**config.mk**
```make
export PLATFORM = sky130hd
export DESIGN_NAME = somsel_top
export DESIGN_NICKNAME = d
export VERILOG_FILES = /design/src/design/somsel_sync.v /design/src/design/somsel_axil.v /design/src/design/somsel_top.v
export VERILOG_INCLUDE_DIRS = /design/src /design/src/design
export SDC_FILE = /design/constraint.sdc
export NUM_CORES = 1
export LEC_CHECK = 0
export BUFFER_PORTS_ARGS = -buffer_cell sky130_fd_sc_hd__buf_2
export CORE_ASPECT_RATIO = 1.75
export CORE_UTILIZATION = 30
export DETAILED_ROUTE_END_ITERATION = 10
export GPL_TIMING_DRIVEN = 1
export PLACE_DENSITY = 0.48
export REMOVE_ABC_BUFFERS = 1
export SYNTH_ARGS = -nofsm -noshare
export SYNTH_HDL_FRONTEND = slang
export SYNTH_SLANG_ARGS = --single-unit
export TNS_END_PERCENT = 100
```
**constraint.sdc**
```tcl
create_clock -name clk_sys -period 5.75 [get_ports clk_sys]
set_clock_uncertainty 0.05 [all_clocks]
set_input_delay 1.725 -clock clk_sys [delete_from_list [all_inputs] [get_ports clk_sys]]
set_output_delay 1.725 -clock clk_sys [all_outputs]
set_load 0.01 [all_outputs]
```
**src/design/somsel_regs.vh**
```
`ifndef SOMSEL_REGS_VH
`define SOMSEL_REGS_VH
// ==========================================
// Register byte offsets
`define SOMSEL_OFS_MODE_SEL 8'h00
`define SOMSEL_OFS_STARTUP 8'h04
`define SOMSEL_OFS_CTRL 8'h08
`define SOMSEL_OFS_STATUS 8'h0C
`define SOMSEL_OFS_INPUTS 8'h10
// ==========================================
// Reset values
`define SOMSEL_MODE_SEL_RST 8'h00
`define SOMSEL_STARTUP_RST 8'h00
// ==========================================
// Setting values
`define SOMSEL_SU_CFG 8'h00
`define SOMSEL_SU_NET 8'h01
`define SOMSEL_SU_PNET 8'h0A
// ==========================================
// Operation mode codes
`define SOMSEL_OP_EXT 2'h0
`define SOMSEL_OP_PANEL 2'h1
`define SOMSEL_OP_NET 2'h2
`define SOMSEL_OP_COMB 2'h3
// ==========================================
// Control register bit positions
`define SOMSEL_CTRL_KEY 0
`define SOMSEL_CTRL_PNET_EN 1
`define SOMSEL_CTRL_NETEXT_EN 2
`define SOMSEL_CTRL_EXTPNL_EN 3
`define SOMSEL_CTRL_REQ_LSB 4
`define SOMSEL_CTRL_REQ_STB 6
// AXI responses
`define SOMSEL_RESP_OKAY 2'h0
`define SOMSEL_RESP_SLVERR 2'h2
`endif

```
**src/design/somsel_sync.v**
```verilog
`timescale 1ns/10ps
// ==========================================
// Three-stage synchroniser, change accepted once stages two and three agree
module somsel_sync #(
  parameter W = 4
) (
  // Clock and reset
  input wire clk_sys,
  input wire srst,
  // Data
  input wire [W-1:0] async_in,
  output reg [W-1:0] sync_out
);
  reg [W-1:0] s1_q;
  reg [W-1:0] s2_q;
  reg [W-1:0] s3_q;
  always @(posedge clk_sys) begin
    if (srst) begin
      s1_q <= {W{1'b0}};
      s2_q <= {W{1'b0}};
      s3_q <= {W{1'b0}};
      sync_out <= {W{1'b0}};
    end else begin
      s1_q <= async_in;
      s2_q <= s1_q;
      s3_q <= s2_q;
      sync_out <= (s2_q & s3_q) | (sync_out & (s2_q | s3_q));
    end
  end
endmodule

```
**src/design/somsel_axil.v**
```verilog
`timescale 1ns/10ps
`include "somsel_regs.vh"
// ==========================================
// AXI4-Lite slave front end: one write and one read in flight
module somsel_axil (
  // Clock and reset
  input wire clk_sys,
  input wire srst,
  // Write address and data
  input wire [7:0] s_axi_awaddr,
  input wire s_axi_awvalid,
  output reg s_axi_awready,
  input wire [31:0] s_axi_wdata,
  input wire [3:0] s_axi_wstrb,
  input wire s_axi_wvalid,
  output reg s_axi_wready,
  // Write response
  output reg [1:0] s_axi_bresp,
  output reg s_axi_bvalid,
  input wire s_axi_bready,
  // Read
  input wire [7:0] s_axi_araddr,
  input wire s_axi_arvalid,
  output reg s_axi_arready,
  output reg [31:0] s_axi_rdata,
  output reg [1:0] s_axi_rresp,
  output reg s_axi_rvalid,
  input wire s_axi_rready,
  // Core side
  output reg wr_stb,
  output reg [7:0] wr_addr,
  output reg [31:0] wr_data,
  output reg [3:0] wr_strb,
  input wire wr_err,
  output reg rd_stb,
  output reg [7:0] rd_addr,
  input wire [31:0] rd_data,
  input wire rd_err
);
  reg aw_have_q;
  reg w_have_q;
  reg wpend_q;
  reg rpend_q;
  always @(posedge clk_sys) begin
    if (srst) begin
      s_axi_awready <= 1'b1;
      s_axi_wready <= 1'b1;
      s_axi_bvalid <= 1'b0;
      s_axi_bresp <= `SOMSEL_RESP_OKAY;
      s_axi_arready <= 1'b1;
      s_axi_rvalid <= 1'b0;
      s_axi_rdata <= 32'h00000000;
      s_axi_rresp <= `SOMSEL_RESP_OKAY;
      aw_have_q <= 1'b0;
      w_have_q <= 1'b0;
      wpend_q <= 1'b0;
      rpend_q <= 1'b0;
      wr_stb <= 1'b0;
      wr_addr <= 8'h00;
      wr_data <= 32'h00000000;
      wr_strb <= 4'h0;
      rd_stb <= 1'b0;
      rd_addr <= 8'h00;
    end else begin
      wr_stb <= 1'b0;
      rd_stb <= 1'b0;
      if (s_axi_awvalid && s_axi_awready) begin
        wr_addr <= s_axi_awaddr;
        aw_have_q <= 1'b1;
        s_axi_awready <= 1'b0;
      end
      if (s_axi_wvalid && s_axi_wready) begin
        wr_data <= s_axi_wdata;
        wr_strb <= s_axi_wstrb;
        w_have_q <= 1'b1;
        s_axi_wready <= 1'b0;
      end
      if (aw_have_q && w_have_q && !wpend_q) begin
        wr_stb <= 1'b1;
        wpend_q <= 1'b1;
      end
      // Response one cycle after the strobe, so the error flag is settled
      if (wpend_q && wr_stb) begin
        s_axi_bvalid <= 1'b1;
        s_axi_bresp <= wr_err ? `SOMSEL_RESP_SLVERR : `SOMSEL_RESP_OKAY;
      end
      if (s_axi_bvalid && s_axi_bready) begin
        s_axi_bvalid <= 1'b0;
        wpend_q <= 1'b0;
        aw_have_q <= 1'b0;
        w_have_q <= 1'b0;
        s_axi_awready <= 1'b1;
        s_axi_wready <= 1'b1;
      end
      if (s_axi_arvalid && s_axi_arready) begin
        rd_addr <= s_axi_araddr;
        rd_stb <= 1'b1;
        rpend_q <= 1'b1;
        s_axi_arready <= 1'b0;
      end
      if (rpend_q && rd_stb) begin
        s_axi_rvalid <= 1'b1;
        s_axi_rdata <= rd_data;
        s_axi_rresp <= rd_err ? `SOMSEL_RESP_SLVERR : `SOMSEL_RESP_OKAY;
      end
      if (s_axi_rvalid && s_axi_rready) begin
        s_axi_rvalid <= 1'b0;
        rpend_q <= 1'b0;
        s_axi_arready <= 1'b1;
      end
    end
  end
endmodule

```
**src/design/somsel_top.v**
```verilog
`timescale 1ns/10ps
`include "somsel_regs.vh"
module somsel_top (
  // Clock and reset
  input wire clk_sys,
  input wire srst,
  // Power events
  input wire power_on_evt,
  input wire power_restore_evt,
  // Drive state
  input wire drive_running,
  // Terminal inputs, asynchronous
  input wire output_stop_input,
  input wire panel_network_switch_input,
  input wire network_external_switch_input,
  input wire external_panel_switch_input,
  // Panel key, asynchronous
  input wire panel_mode_key,
  // AXI4-Lite
  input wire [7:0] s_axi_awaddr,
  input wire s_axi_awvalid,
  output wire s_axi_awready,
  input wire [31:0] s_axi_wdata,
  input wire [3:0] s_axi_wstrb,
  input wire s_axi_wvalid,
  output wire s_axi_wready,
  output wire [1:0] s_axi_bresp,
  output wire s_axi_bvalid,
  input wire s_axi_bready,
  input wire [7:0] s_axi_araddr,
  input wire s_axi_arvalid,
  output wire s_axi_arready,
  output wire [31:0] s_axi_rdata,
  output wire [1:0] s_axi_rresp,
  output wire s_axi_rvalid,
  input wire s_axi_rready,
  // Mode outputs
  output reg [1:0] op_mode,
  output reg net_cmd_enable
);
  wire [4:0] sync_v;
  wire stop_s = sync_v[0];
  wire pnet_s = sync_v[1];
  wire netext_s = sync_v[2];
  wire extpnl_s = sync_v[3];
  wire key_s = sync_v[4];
  wire wr_stb;
  wire [7:0] wr_addr;
  wire [31:0] wr_data;
  wire [3:0] wr_strb;
  wire rd_stb;
  wire [7:0] rd_addr;
  reg [31:0] rd_data;
  reg rd_err;
  reg wr_err;
  reg [7:0] mode_sel_q;
  reg [7:0] startup_q;
  reg pnet_en_q;
  reg netext_en_q;
  reg extpnl_en_q;
  reg key_d1_q;
  reg pnet_d1_q;
  reg eval_q;
  reg last_refused_q;
  reg [1:0] req_mode;
  reg req_stb;
  reg [1:0] mode_d;

  // ==========================================
  // Input synchronisers
  somsel_sync #(
    .W(5)
  ) u_sync (
    .clk_sys(clk_sys),
    .srst(srst),
    .async_in({panel_mode_key, external_panel_switch_input, network_external_switch_input,
      panel_network_switch_input, output_stop_input}),
    .sync_out(sync_v)
  );

  // ==========================================
  // Bus front end
  somsel_axil u_axil (
    .clk_sys(clk_sys),
    .srst(srst),
    .s_axi_awaddr(s_axi_awaddr),
    .s_axi_awvalid(s_axi_awvalid),
    .s_axi_awready(s_axi_awready),
    .s_axi_wdata(s_axi_wdata),
    .s_axi_wstrb(s_axi_wstrb),
    .s_axi_wvalid(s_axi_wvalid),
    .s_axi_wready(s_axi_wready),
    .s_axi_bresp(s_axi_bresp),
    .s_axi_bvalid(s_axi_bvalid),
    .s_axi_bready(s_axi_bready),
    .s_axi_araddr(s_axi_araddr),
    .s_axi_arvalid(s_axi_arvalid),
    .s_axi_arready(s_axi_arready),
    .s_axi_rdata(s_axi_rdata),
    .s_axi_rresp(s_axi_rresp),
    .s_axi_rvalid(s_axi_rvalid),
    .s_axi_rready(s_axi_rready),
    .wr_stb(wr_stb),
    .wr_addr(wr_addr),
    .wr_data(wr_data),
    .wr_strb(wr_strb),
    .wr_err(wr_err),
    .rd_stb(rd_stb),
    .rd_addr(rd_addr),
    .rd_data(rd_data),
    .rd_err(rd_err)
  );

  // ==========================================
  // Setting checks
  function sel_legal;
    input [7:0] v;
    begin
      sel_legal = (v <= 8'h04) || (v == 8'h06) || (v == 8'h07);
    end
  endfunction

  function su_legal;
    input [7:0] v;
    begin
      su_legal = (v == `SOMSEL_SU_CFG) || (v == `SOMSEL_SU_NET) || (v == `SOMSEL_SU_PNET);
    end
  endfunction

  // Panel/network pair active under startup 10
  function pnet_mode;
    input [7:0] sel;
    input [7:0] su;
    begin
      pnet_mode = (su == `SOMSEL_SU_PNET) && ((sel == 8'h00) || (sel == 8'h06));
    end
  endfunction

  // ==========================================
  // Register writes
  wire wr_sel = wr_stb && (wr_addr == `SOMSEL_OFS_MODE_SEL);
  wire wr_su = wr_stb && (wr_addr == `SOMSEL_OFS_STARTUP);
  wire wr_ctl = wr_stb && (wr_addr == `SOMSEL_OFS_CTRL);
  wire wr_known = wr_sel || wr_su || wr_ctl;

  always @* begin
    wr_err = 1'b0;
    if (wr_stb) begin
      if (!wr_known) begin
        wr_err = 1'b1;
      end else if (wr_sel && (drive_running || !sel_legal(wr_data[7:0]) || !wr_strb[0])) begin
        wr_err = 1'b1;
      end else if (wr_su && (drive_running || !su_legal(wr_data[7:0]) || !wr_strb[0])) begin
        wr_err = 1'b1;
      end
    end
  end

  always @(posedge clk_sys) begin
    if (srst) begin
      mode_sel_q <= `SOMSEL_MODE_SEL_RST;
      startup_q <= `SOMSEL_STARTUP_RST;
      pnet_en_q <= 1'b0;
      netext_en_q <= 1'b0;
      extpnl_en_q <= 1'b0;
    end else if (!wr_err) begin
      if (wr_sel) begin
        mode_sel_q <= wr_data[7:0];
      end
      if (wr_su) begin
        startup_q <= wr_data[7:0];
      end
      if (wr_ctl && wr_strb[0]) begin
        pnet_en_q <= wr_data[`SOMSEL_CTRL_PNET_EN];
        netext_en_q <= wr_data[`SOMSEL_CTRL_NETEXT_EN];
        extpnl_en_q <= wr_data[`SOMSEL_CTRL_EXTPNL_EN];
      end
    end
  end

  // ==========================================
  // Software mode requests and the panel key
  wire sw_key = wr_ctl && wr_strb[0] && wr_data[`SOMSEL_CTRL_KEY];
  wire key_edge = (key_s && !key_d1_q) || sw_key;
  wire pnet_chg = pnet_en_q && (pnet_s != pnet_d1_q);
  wire sw_req = wr_ctl && wr_strb[0] && wr_data[`SOMSEL_CTRL_REQ_STB];

  always @* begin
    req_mode = wr_data[`SOMSEL_CTRL_REQ_LSB+1:`SOMSEL_CTRL_REQ_LSB];
    req_stb = sw_req;
  end

  // ==========================================
  // Mode decision
  wire start_net = (startup_q != `SOMSEL_SU_CFG) && (mode_sel_q != 8'h01) && (mode_sel_q != 8'h03) &&
    (mode_sel_q != 8'h04) && !(mode_sel_q == 8'h07 && (startup_q == `SOMSEL_SU_PNET || !stop_s));
  wire pair = pnet_mode(mode_sel_q, startup_q);
  wire can_switch = (mode_sel_q == 8'h06) || !drive_running;

  always @* begin
    mode_d = op_mode;
    if (eval_q) begin
      if (mode_sel_q == 8'h01) begin
        mode_d = `SOMSEL_OP_PANEL;
      end else if (mode_sel_q == 8'h03 || mode_sel_q == 8'h04) begin
        mode_d = `SOMSEL_OP_COMB;
      end else if (start_net) begin
        mode_d = `SOMSEL_OP_NET;
      end else begin
        mode_d = `SOMSEL_OP_EXT;
      end
    end else if (mode_sel_q == 8'h01) begin
      mode_d = `SOMSEL_OP_PANEL;
    end else if (mode_sel_q == 8'h03 || mode_sel_q == 8'h04) begin
      mode_d = `SOMSEL_OP_COMB;
    end else if (mode_sel_q == 8'h07 && !stop_s) begin
      mode_d = `SOMSEL_OP_EXT;
    end else if (pair && mode_sel_q == 8'h02) begin
      mode_d = `SOMSEL_OP_NET;
    end else if (startup_q == `SOMSEL_SU_PNET && mode_sel_q == 8'h02) begin
      mode_d = `SOMSEL_OP_NET;
    end else if (can_switch) begin
      if (netext_en_q && !pair) begin
        mode_d = netext_s ? `SOMSEL_OP_NET : (extpnl_en_q && !extpnl_s && mode_sel_q != 8'h02) ?
          `SOMSEL_OP_PANEL : `SOMSEL_OP_EXT;
      end else if (pair) begin
        if (pnet_chg) begin
          mode_d = pnet_s ? `SOMSEL_OP_PANEL : `SOMSEL_OP_NET;
        end else if (key_edge) begin
          mode_d = (op_mode == `SOMSEL_OP_NET) ? `SOMSEL_OP_PANEL : `SOMSEL_OP_NET;
        end
      end else if (req_stb) begin
        // Three-way switching: panel and network only meet via External
        if (req_mode == `SOMSEL_OP_EXT) begin
          mode_d = `SOMSEL_OP_EXT;
        end else if (req_mode == `SOMSEL_OP_PANEL && op_mode == `SOMSEL_OP_EXT && mode_sel_q != 8'h02) begin
          mode_d = `SOMSEL_OP_PANEL;
        end else if (req_mode == `SOMSEL_OP_NET && op_mode == `SOMSEL_OP_EXT) begin
          mode_d = `SOMSEL_OP_NET;
        end
      end
    end
  end

  always @(posedge clk_sys) begin
    if (srst) begin
      op_mode <= `SOMSEL_OP_EXT;
      net_cmd_enable <= 1'b0;
      key_d1_q <= 1'b0;
      pnet_d1_q <= 1'b0;
      eval_q <= 1'b1;
      last_refused_q <= 1'b0;
    end else begin
      eval_q <= power_on_evt || power_restore_evt;
      op_mode <= mode_d;
      net_cmd_enable <= (mode_d == `SOMSEL_OP_NET);
      key_d1_q <= key_s;
      pnet_d1_q <= pnet_s;
      if (req_stb) begin
        last_refused_q <= (mode_d != req_mode);
      end
    end
  end

  // ==========================================
  // Register reads
  always @* begin
    rd_data = 32'h00000000;
    rd_err = 1'b0;
    case (rd_addr)
      `SOMSEL_OFS_MODE_SEL: rd_data = {24'h000000, mode_sel_q};
      `SOMSEL_OFS_STARTUP: rd_data = {24'h000000, startup_q};
      `SOMSEL_OFS_CTRL: rd_data = {28'h0000000, extpnl_en_q, netext_en_q, pnet_en_q, 1'b0};
      `SOMSEL_OFS_STATUS: rd_data = {28'h0000000, last_refused_q, net_cmd_enable, op_mode};
      `SOMSEL_OFS_INPUTS: rd_data = {27'h0000000, key_s, extpnl_s, netext_s, pnet_s, stop_s};
      default: rd_err = 1'b1;
    endcase
  end
endmodule

```
==> results of run 1 <==
-- worst paths after layout --
check	cells after the start	slack (ns)	from	endpoint
max	7	2.09	drive_running	mode_sel_q[6]$_SDFFE_PP0P_
min	1	0.39	u_sync.s1_q[2]$_SDFF_PP0_	u_sync.s2_q[2]$_SDFF_PP0_
max reg2reg	8	3.02	mode_sel_q[4]$_SDFFE_PP0P_	last_refused_q$_SDFFE_PP0N_
min reg2reg	1	0.39	u_sync.s1_q[2]$_SDFF_PP0_	u_sync.s2_q[2]$_SDFF_PP0_
-- worst register-to-register path: cells and delay by family, from the launching register on --
family | cells | cell delay (ns)
simple gates | 5 | 1.72
compound gates | 3 | 0.52
flops | 1 | 0.32
-- kinds of logic (layout without fill, tap and decap cells) --
group                  Yosys count  in the layout  synth area share (%)
AND/OR/NAND/NOR                213            213                  27.1
other                            1             26                0.0937
buffers and inverters           53             80                  7.48
XOR/XNOR                         1              1                 0.219
AO/OA/AOI/OAI                   93             93                  14.1
flip-flops                      92             92                  46.0
multiplexers                    20             20                  5.04
-- power groups by stage --
stage	Sequential, mW	Combinational [mW]	Clock (mW)
finish	0.677	0.0931	0.575
global route	0.681	0.107	0.621
CTS	0.677	0.0949	0.591
detailed placement	0.692	0.0943	0
global placement	0.691	0.0930	0
floorplan	0.688	0.0541	0
-- cell usage after synthesis (2+ instances only) --
cell,number
dfxtp_1,92
nand2_1,67
a21oi_1,51
nor2_1,50
buf_4,26
nor2b_1,25
mux2i_1,19
clkbuf_1,17
and2_1,14
o21ai_0,12
nor3_1,10
nand3_1,9
a22oi_1,5
inv_1,5
nand3b_1,5
nand4_1,5
or3_1,4
a22o_1,3
a31oi_1,3
buf_1,3
nand2b_1,3
nor4_1,3
o221ai_1,3
and3b_1,2
buf_2,2
nor4b_1,2
o21a_1,2
o22ai_1,2
or4_1,2
or4_4,2
or4b_1,2
-- state kept, by name, indices dropped and copies added, names as in the netlist, 2 cells and up --
register,count
op_mode,2
mode_sel_q,8
startup_q,8
u_axil.s_axi_rdata,8
u_axil.wr_addr,8
u_sync.sync_out,5
u_sync.s2_q,5
u_sync.s1_q,5
u_sync.s3_q,5
u_axil.rd_addr,8
u_axil.wr_data,8
-- metrics by stage --
stage	power, mW	utilization (%)	hold slack [ns]	cell area (um2)
CTS	1.36	35.7	0.394	4620
detailed placement	0.787	33.5	0.378	4330
global route	1.41	35.7	0.415	4620
finish	1.35	35.7	0.390	4620
global placement	0.784	33.5	0.370	4330
floorplan	0.742	-	0.364	3810
-- metal layers --
layer  global-route usage [%]  vias to the layer above  wire, um
met2                     24.5                       68      4910
li1                         -                     1665         -
met5                        0                        -         0
met4                     5.74                        0       193
met1                     15.5                     1512      3740
met3                     2.93                       14       303
-- area by class of cell --
type	count	area, um2	area share [%]
clock buffers	9	225	4.88
flip-flops and latches	92	1840	39.9
well taps	171	214	4.63
repair buffers	59	300	6.50
inverters	5	18.8	0.406
clock inverters	7	65.1	1.41
multi-input cells	353	1950	42.3
==> results.yml, run 1 <==
clock_tree:
  clk_latency_ns: 0.34
  htreeDepth: 3
  cts_tree: "yes"
  cts-root-buf: "clkbuf_16"
  cts_setup_buffers: 0
  cts_buffers: 9
  clk_pin_slew_ns: 0.07
  cts_buffer_depth: 2
  post_cts_resized: 0
  cts_hold_buf: 0
  cts_sinks: 92
critical_path:
  critPathRequiredTime_ns: 5.94
  cp_max_fo: 5
  start_kind: "input pin"
  crit_path_max_incr_delay_ns: 0.74
  critPathKind: "in2reg"
  crit_buf_inv: 1
  end_kind: "flip-flop"
  arrival_ns: 3.85
  cpMaxStageDelayCell: "nor4_1"
  cp_cell_sequence: "buf_2 > or4b_1 > nor3_1 > o21ai_0 > nor4_1 > nor2_1 > and2_1"
  path_delay_family: "simple AND/OR/NAND/NOR gates"
pwr:
  power.leakage_nw: 1.88
  pwr_density_cell_nw_per_um2: 291
  seq_power_share_pct: 50.4
  switching_share_pct: 25.8
  peakVddDrop_mv: 0.127
  p_int_uw: 998
  clock_power_share_pct: 42.7
  power_switching_uw: 347
  p_comb_share_pct: 6.9
place:
  place_ws_ns: 1.72
  dpl.hpwl_um: 6960
  place_congestion: 0.770
  dpl.cell_count: 680
  port_buffers: 57
routing:
  wl_um: 9150
  wl_per_cell_um: 13.1
  drc: 0
  drt_first_pass_iters: 4
  vias_per_cell: 4.68
  first_iter_violations: 117
  antenna_left: 0
  vias: 3259
layout:
  fillers: 1385
  layout_common_cells: "dfxtp_1, nand2_1, buf_2"
  final_cell_count_no_fill: 696
  fin_nets: 587
  antenna_cells: 0
  layout_commonest_cell: "dfxtp_1"
  layout-drive-gt1-share_pct: 16.4
  area_delta_synth_final_pct: 15.5
global_route:
  grt_pass1_vias: 2936
  gr-total-overflow: 0
  grt_start_max_net_pins: 36
  antenna_found_initial: 0
  grt_usage_pct: 13.8
  grt_pass1_wl_um: 14600
logic_synthesis:
  syn_avg_cell_area_um2: 8.46
  ys_warn_count: 0
  ys.flop_type: "dfxtp_1"
  synth-seq-area-share_pct: 46.0
  synth_edf_count: 0
  synth_top_area_share_pct: 46.0
  synthTopCellsByArea: "dfxtp_1, a21oi_1, nand2_1"
  synth_area_um2: 4000
  synth.distinct_cells: 54
  ys_ff_latch: 92
  synth_cells: 473
  async_reset_ff_share_pct: 0
  synth_top_area_cell: "dfxtp_1"
outcome:
  status: "finished clean"
floorplanning:
  die-area_um2: 13800
  io_pins: 111
  start_util_pct: 30.9
  std_cell_rows: 55
  fp.dieW_um: 89.3
  core_um2: 12900
  fp.dieH_um: 155
timing:
  rsz0062_at_grt: "false"
  min_period_ns: 3.66
  max_slew_margin_pct: 22.4
  finalMaxSlewViolations: 0
  tightest_slew_ns: 1.15
  fin_crit_sh_pct: 63.7
  tns_ns: 0
  setup_violations: 0
  setup_slack_ns: 2.09
  fmaxAchievable_ghz: 0.273
  hold_viol: 0
hold_path:
  hp-class: "reg2reg"
job:
  drv_cap: 0
(Power assumes the default switching activity.)
==> run 2, diff against run 1 <==
--- a/config.mk
+++ b/config.mk
@@ -6,6 +6,7 @@
 export SDC_FILE = /design/constraint.sdc
 export NUM_CORES = 1
 export LEC_CHECK = 0
+export ABC_AREA = 1
 export BUFFER_PORTS_ARGS = -buffer_cell sky130_fd_sc_hd__buf_2
 export CORE_ASPECT_RATIO = 1.75
 export CORE_UTILIZATION = 30
==> constraint.sdc (replaced) <==
create_clock -name clk_sys -period 3.6 [get_ports clk_sys]
set_clock_uncertainty 0.05 [all_clocks]
set_input_delay 1.08 -clock clk_sys [delete_from_list [all_inputs] [get_ports clk_sys]]
set_output_delay 1.08 -clock clk_sys [all_outputs]
set_load 0.01 [all_outputs]
==> run 2 against run 1 <==
Against the previous run:
- clock power up 81%
- total power up 72%
- synthesized cell count rose by 17%
- routed wire length is 4.7% higher
- critical path depth fell by 6
- area after synthesis rose by 1.8%
- via count grew 8.5%
- clock-buffer cell count did not move
- register-to-register slack lost 1.4 ns
- non-clock buffer count unchanged
- utilization hardly changed
- hold slack worse by 0.035 ns
==> results.yml, run 2 <==
critical_path:
  critPathKind: "reg2out"
  cp_cell_sequence: "buf_2"
  cpMaxStageDelayCell: "dfxtp_1"
  end_kind: "output port"
  start_kind: "flip-flop"
  crit_path_max_incr_delay_ns: 0.55
  crit_buf_inv: 1
  critPathRequiredTime_ns: 2.47
  cp_max_fo: 9
  arrival_ns: 1.11
  path_delay_family: "flip-flops"
routing:
  wl_um: 9580
  drt_first_pass_iters: 4
  vias: 3535
  drc: 0
  antenna_left: 0
  vias_per_cell: 4.50
  first_iter_violations: 144
  wl_per_cell_um: 12.2
global_route:
  grt_pass1_vias: 3253
  grt_pass1_wl_um: 15300
  top_usage_layer: "met2"
  antenna_found_initial: 0
  met1_usage_pct: 13.9
  use_met3_pct: 2.78
  grt_usage_pct: 14.0
  grtUsageMet2_pct: 27.1
  gr-total-overflow: 0
  grt_start_max_net_pins: 51
layout:
  layout_commonest_cell: "dfxtp_1"
  layout_common_cells: "dfxtp_1, nor2_1, inv_1"
  layout-drive-gt1-share_pct: 18.3
  antenna_cells: 0
  fin_util_pct: 35.7
  fillers: 1446
  fin_nets: 674
  area_delta_synth_final_pct: 16.8
logic_synthesis:
  syn_avg_cell_area_um2: 7.36
  synthTopCellsByArea: "dfxtp_1, nor2_1, inv_1"
  synth_area_um2: 4070
  synth_top_area_share_pct: 45.2
  synth_edf_count: 0
  ys_warn_count: 0
  synth_most_common_cell: "dfxtp_1"
  synth_top_area_cell: "dfxtp_1"
  synth_cells: 553
  synth.distinct_cells: 38
  ys.flop_type: "dfxtp_1"
  synth-seq-area-share_pct: 45.2
  yosys-top-cells-count: "dfxtp_1, nor2_1, inv_1"
  async_reset_ff_share_pct: 0
  ys_ff_latch: 92
floorplanning:
  io_pins: 111
  fp.dieW_um: 90.1
  std_cell_rows: 56
  die-area_um2: 14100
  core_um2: 13300
  start_util_pct: 30.6
  fp.dieH_um: 156
timing:
  min_period_ns: 2.24
  tightest_slew_ns: 0.600
  hold_viol: 0
  max_slew_margin_pct: 59.6
  setup_violations: 0
  tns_ns: 0
  finalMaxSlewViolations: 0
  rsz0062_at_grt: "false"
  fmaxAchievable_ghz: 0.447
  fin_crit_sh_pct: 62.2
clock_tree:
  cts_sinks: 92
  cts_setup_buffers: 0
  htreeDepth: 3
  cts_tree: "yes"
  cts_buffers: 9
  cts_buffer_depth: 2
  cts_hold_buf: 0
  clk_latency_ns: 0.35
  clk_pin_slew_ns: 0.06
  post_cts_resized: 0
  cts-root-buf: "clkbuf_16"
hold_path:
  hp-class: "reg2reg"
pwr:
  power_switching_uw: 575
  p_int_mw: 1.74
  seq_power_share_pct: 46.9
  pwr_density_cell_nw_per_um2: 487
  switching_share_pct: 24.8
  clock_power_share_pct: 44.9
  power.leakage_nw: 2.11
  total_power_mw: 2.32
  peakVddDrop_mv: 0.226
  p_comb_share_pct: 8.2
place:
  port_buffers: 57
  place_congestion: 0.772
  dpl.hpwl_um: 7380
job:
  drv_cap: 0
outcome:
  status: "finished clean"
==> run 2: cell type report <==
cell class	count	area, um2	share of cell area, %
sequential	92	1840	38.7
multi-input combinational	361	1750	36.7
clock inverter	7	108	2.26
clock buffer	9	225	4.73
tap	174	218	4.58
inverter	84	317	6.65
timing repair buffer	59	300	6.31
==> run 2: per-layer routing <==
layer | routed length, um | share of wire, % | up-vias
met2 | 5180 | 54 | 93
met3 | 347 | 3.6 | 18
li1 | - | - | 1822
met5 | 0 | 0 | -
met1 | 3770 | 39 | 1602
met4 | 291 | 3.0 | 0
==> run 2: kinds of logic after synthesis <==
logic type / count (synthesis) / synth area share (%)
other: 1 / 0.0921
AO/OA/AOI/OAI: 119 / 15.6
AND/OR/NAND/NOR: 216 / 24.9
flip-flops: 92 / 45.2
buffers and inverters: 125 / 14.2
==> run 2: path summary, 6_finish.rpt <==
path                            slack [ns]                          end  depth (start not counted)                       from
worst max-delay path                  1.36                   op_mode[1]                          1      op_mode[1]$_SDFF_PP0_
worst max register to register        1.59  last_refused_q$_SDFFE_PP0N_                         16  startup_q[6]$_SDFFE_PP0P_
worst min-delay path                  0.36    u_sync.s2_q[1]$_SDFF_PP0_                          2  u_sync.s1_q[1]$_SDFF_PP0_
worst min register to register        0.36    u_sync.s2_q[1]$_SDFF_PP0_                          2  u_sync.s1_q[1]$_SDFF_PP0_
==> run 2: through the flow <==
step	hold slack, ns	std cells	worst slack (ns)	area [um2]
6_report	0.355	786	1.36	4760
5_1_grt	0.377	786	1.30	4760
4_1_cts	0.362	786	1.35	4760
3_5_place_dp	0.349	770	1.13	4420
3_3_place_gp	0.347	770	1.13	4420
2_1_floorplan	0.338	537	1.49	3910
==> run 2: worst reg2reg max path, stage by stage, from the launching register on <==
cell	delay, ns
dfxtp_1	0.31
inv_1	0.08
nand4_1	0.20
nor2_1	0.25
o211ai_1	0.20
nor2_1	0.12
nand2_1	0.07
nand2_1	0.08
nand2_1	0.05
nand2_1	0.05
nand2_1	0.06
nand2_2	0.07
nand2_2	0.06
nand2_1	0.06
nand2_1	0.04
nor2_1	0.09
nor2_1	0.05
==> run 2: power by group through the flow <==
stage	Clock [mW]	Sequential (mW)	Combinational [mW]
after global routing	1.12	1.09	0.218
after CTS	1.07	1.09	0.193
after global placement	0	1.11	0.189
after detailed placement	0	1.11	0.192
after floorplan	0	1.11	0.124
final	1.04	1.09	0.190
==> run 3, diff against run 2 <==
--- a/config.mk
+++ b/config.mk
@@ -12,7 +12,7 @@
 export CORE_UTILIZATION = 30
 export DETAILED_ROUTE_END_ITERATION = 10
 export GPL_TIMING_DRIVEN = 1
-export PLACE_DENSITY = 0.48
+export PLACE_DENSITY = 0.49
 export REMOVE_ABC_BUFFERS = 1
 export SYNTH_ARGS = -nofsm -noshare
 export SYNTH_HDL_FRONTEND = slang
==> constraint.sdc (replaced) <==
create_clock -name clk_sys -period 2 [get_ports clk_sys]
set_clock_uncertainty 0.05 [all_clocks]
set_input_delay 0.6 -clock clk_sys [delete_from_list [all_inputs] [get_ports clk_sys]]
set_output_delay 0.6 -clock clk_sys [all_outputs]
set_load 0.01 [all_outputs]
==> run 3 against run 2 <==
Against the previous run:
- the flow now finishes with violations (DRC)
- clock-buffer cell count grew 2
- setup slack lost 1.3 ns
- register-to-register slack lost 1.5 ns
- global-route usage grew 0.43 points
- via count grew 0.79%
- sequential share of layout area shrank 1.2 points
- cell count grew 2.3%
- first-iteration DRC count grew 1.4%
- clock power grew 67%
==> results.yml, run 3 (synthesis results as in run 2) <==
outcome:
  status: "complete, but fails checks"
  violations: "DRC"
place:
  port_buffers: 57
  place_ws_ns: 0.00520
  dpl_cell_area_um2: 4510
  dpl.hpwl_um: 7600
  place_congestion: 0.829
timing:
  min_period_ns: 1.95
  whs_ns: 0.353
  setup_slack_ns: 0.0535
  fin_crit_sh_pct: 97.3
  hold_viol: 0
  finalMaxSlewViolations: 0
  fmaxAchievable_ghz: 0.514
  tns_ns: 0
  rsz0062_at_grt: "true"
  setup_violations: 0
layout:
  layout_commonest_cell: "dfxtp_1"
  fin_util_pct: 37.0
  layout_common_cells: "dfxtp_1, nor2_1, inv_1"
  fin_nets: 692
  layout-drive-gt1-share_pct: 22.5
  final_area_um2: 4920
  antenna_cells: 0
  area_delta_synth_final_pct: 20.9
pwr:
  pwr_density_cell_nw_per_um2: 827
  peakVddDrop_mv: 0.413
  power.leakage_nw: 2.22
routing:
  vias: 3563
  drc: 1
  wl_um: 9920
  wl_per_cell_um: 12.3
  drt_first_pass_iters: 7
  antenna_left: 0
  vias_per_cell: 4.43
  first_iter_violations: 146
clock_tree:
  htreeDepth: 3
  cts_hold_buf: 0
  cts_buffer_depth: 2
  cts-root-buf: "clkbuf_16"
  clk_latency_ns: 0.35
  clk_pin_slew_ns: 0.07
  cts_sinks: 92
  cts_buffers: 9
  cts_tree: "yes"
critical_path:
  critPathRequiredTime_ns: 2.19
  reg2reg_depth: 18
  arrival_ns: 2.13
  r2r_slack_ns: 0.05
  end_kind: "flip-flop"
  cp_max_fo: 3
  start_kind: "flip-flop"
  cp-startpoint: "startup_q[6]$_SDFFE_PP0P_"
  reg2reg_to: "last_refused_q$_SDFFE_PP0N_"
  critPathKind: "reg2reg"
  timing.rr.start: "startup_q[6]$_SDFFE_PP0P_"
job:
  drv_cap: 0
global_route:
  gr-total-overflow: 0
  grt_pass1_vias: 3288
  grt_start_max_net_pins: 51
  grt_pass1_wl_um: 15800
  antenna_found_initial: 0
  grt_usage_pct: 14.5
floorplanning:
  fp.dieH_um: 156
  start_util_pct: 30.6
  std_cell_rows: 56
  fp.dieW_um: 90.1
  core_um2: 13300
  io_pins: 111
  die-area_um2: 14100
hold_path:
  hp-class: "reg2reg"
  hold_depth: 2
  hold_end: "u_sync.s2_q[0]$_SDFF_PP0_"
  hp-start: "u_sync.s1_q[0]$_SDFF_PP0_"
-- run 3: per-stage QoR --
| stage | instances | power, mW |
|---|---|---|
| 5_1_grt | 804 | 4.25 |
| 4_1_cts | 796 | 4.11 |
| 6_report | 804 | 4.07 |
| 3_3_place_gp | 780 | 2.36 |
| 3_5_place_dp | 780 | 2.37 |
| 2_1_floorplan | 537 | 2.22 |
-- run 3: how the worst max path moves through the flow --
| stage | endpoint | slack, ns | cells after the start |
|---|---|---|---|
| finish | last_refused_q$_SDFFE_PP0N_ | 0.05 | 18 |
| global route | last_refused_q$_SDFFE_PP0N_ | -0.13 | 17 |
| CTS | last_refused_q$_SDFFE_PP0N_ | 0.04 | 16 |
| detailed placement | last_refused_q$_SDFFE_PP0N_ | 0.005 | 16 |
| global placement | mode_sel_q[0]$_SDFFE_PP0P_ | 0.005 | 7 |
| floorplan | mode_sel_q[0]$_SDFFE_PP0P_ | 0.33 | 10 |
-- run 3: critical path, stage by stage, from the launching register on --
cell and delay (ns):
dfxtp_1 0.30, inv_1 0.09, nand4_1 0.21, nor2_2 0.21
inv_1 0.09, nor2_2 0.15, nor2_2 0.05, nand2_1 0.05
nand2_1 0.05, clkinv_1 0.04, nand2_1 0.04, nand2_1 0.05
nand2_1 0.06, nand2_2 0.08, nand2_2 0.05, nand2_1 0.06
nand2_1 0.04, nor2_1 0.11, nor2_1 0.05
-- run 3: layout make-up --
type                            instances  area (um2)
Fill cell                            1460        8390
Sequential cell                        92        1850
Multi-Input combinational cell        361        1790
Timing Repair Buffer                   77         448
Inverter                               84         318
Clock buffer                           11         243
Tap cell                              174         218
Clock inverter                          5        60.1
-- run 3: where the power goes --
group | total, mW | switching (mW) | internal [mW]
registers | 1.96 | 0.0510 | 1.91
clock network | 1.74 | 0.730 | 1.01
logic | 0.373 | 0.239 | 0.134
total | 4.07 | 1.02 | 3.05
-- run 3: what timing repair did --
item,CTS,global route
setup endpoints to repair,1,6
resized for setup,1,16
pin swaps,0,15
buffers inserted,0,8
endpoints found under the hold margin,0,0
-- run 3: per-layer routing --
layer  routed length, um  GRT usage [%]  vias up  part of all wire, %
li1                    -              -     1864                    -
met1                3910           14.7     1608                   39
met2                5530           28.2       77                   56
met3                 271           2.53       14                  2.7
met4                 204           6.76        0                  2.1
met5                   0              0        -                    0
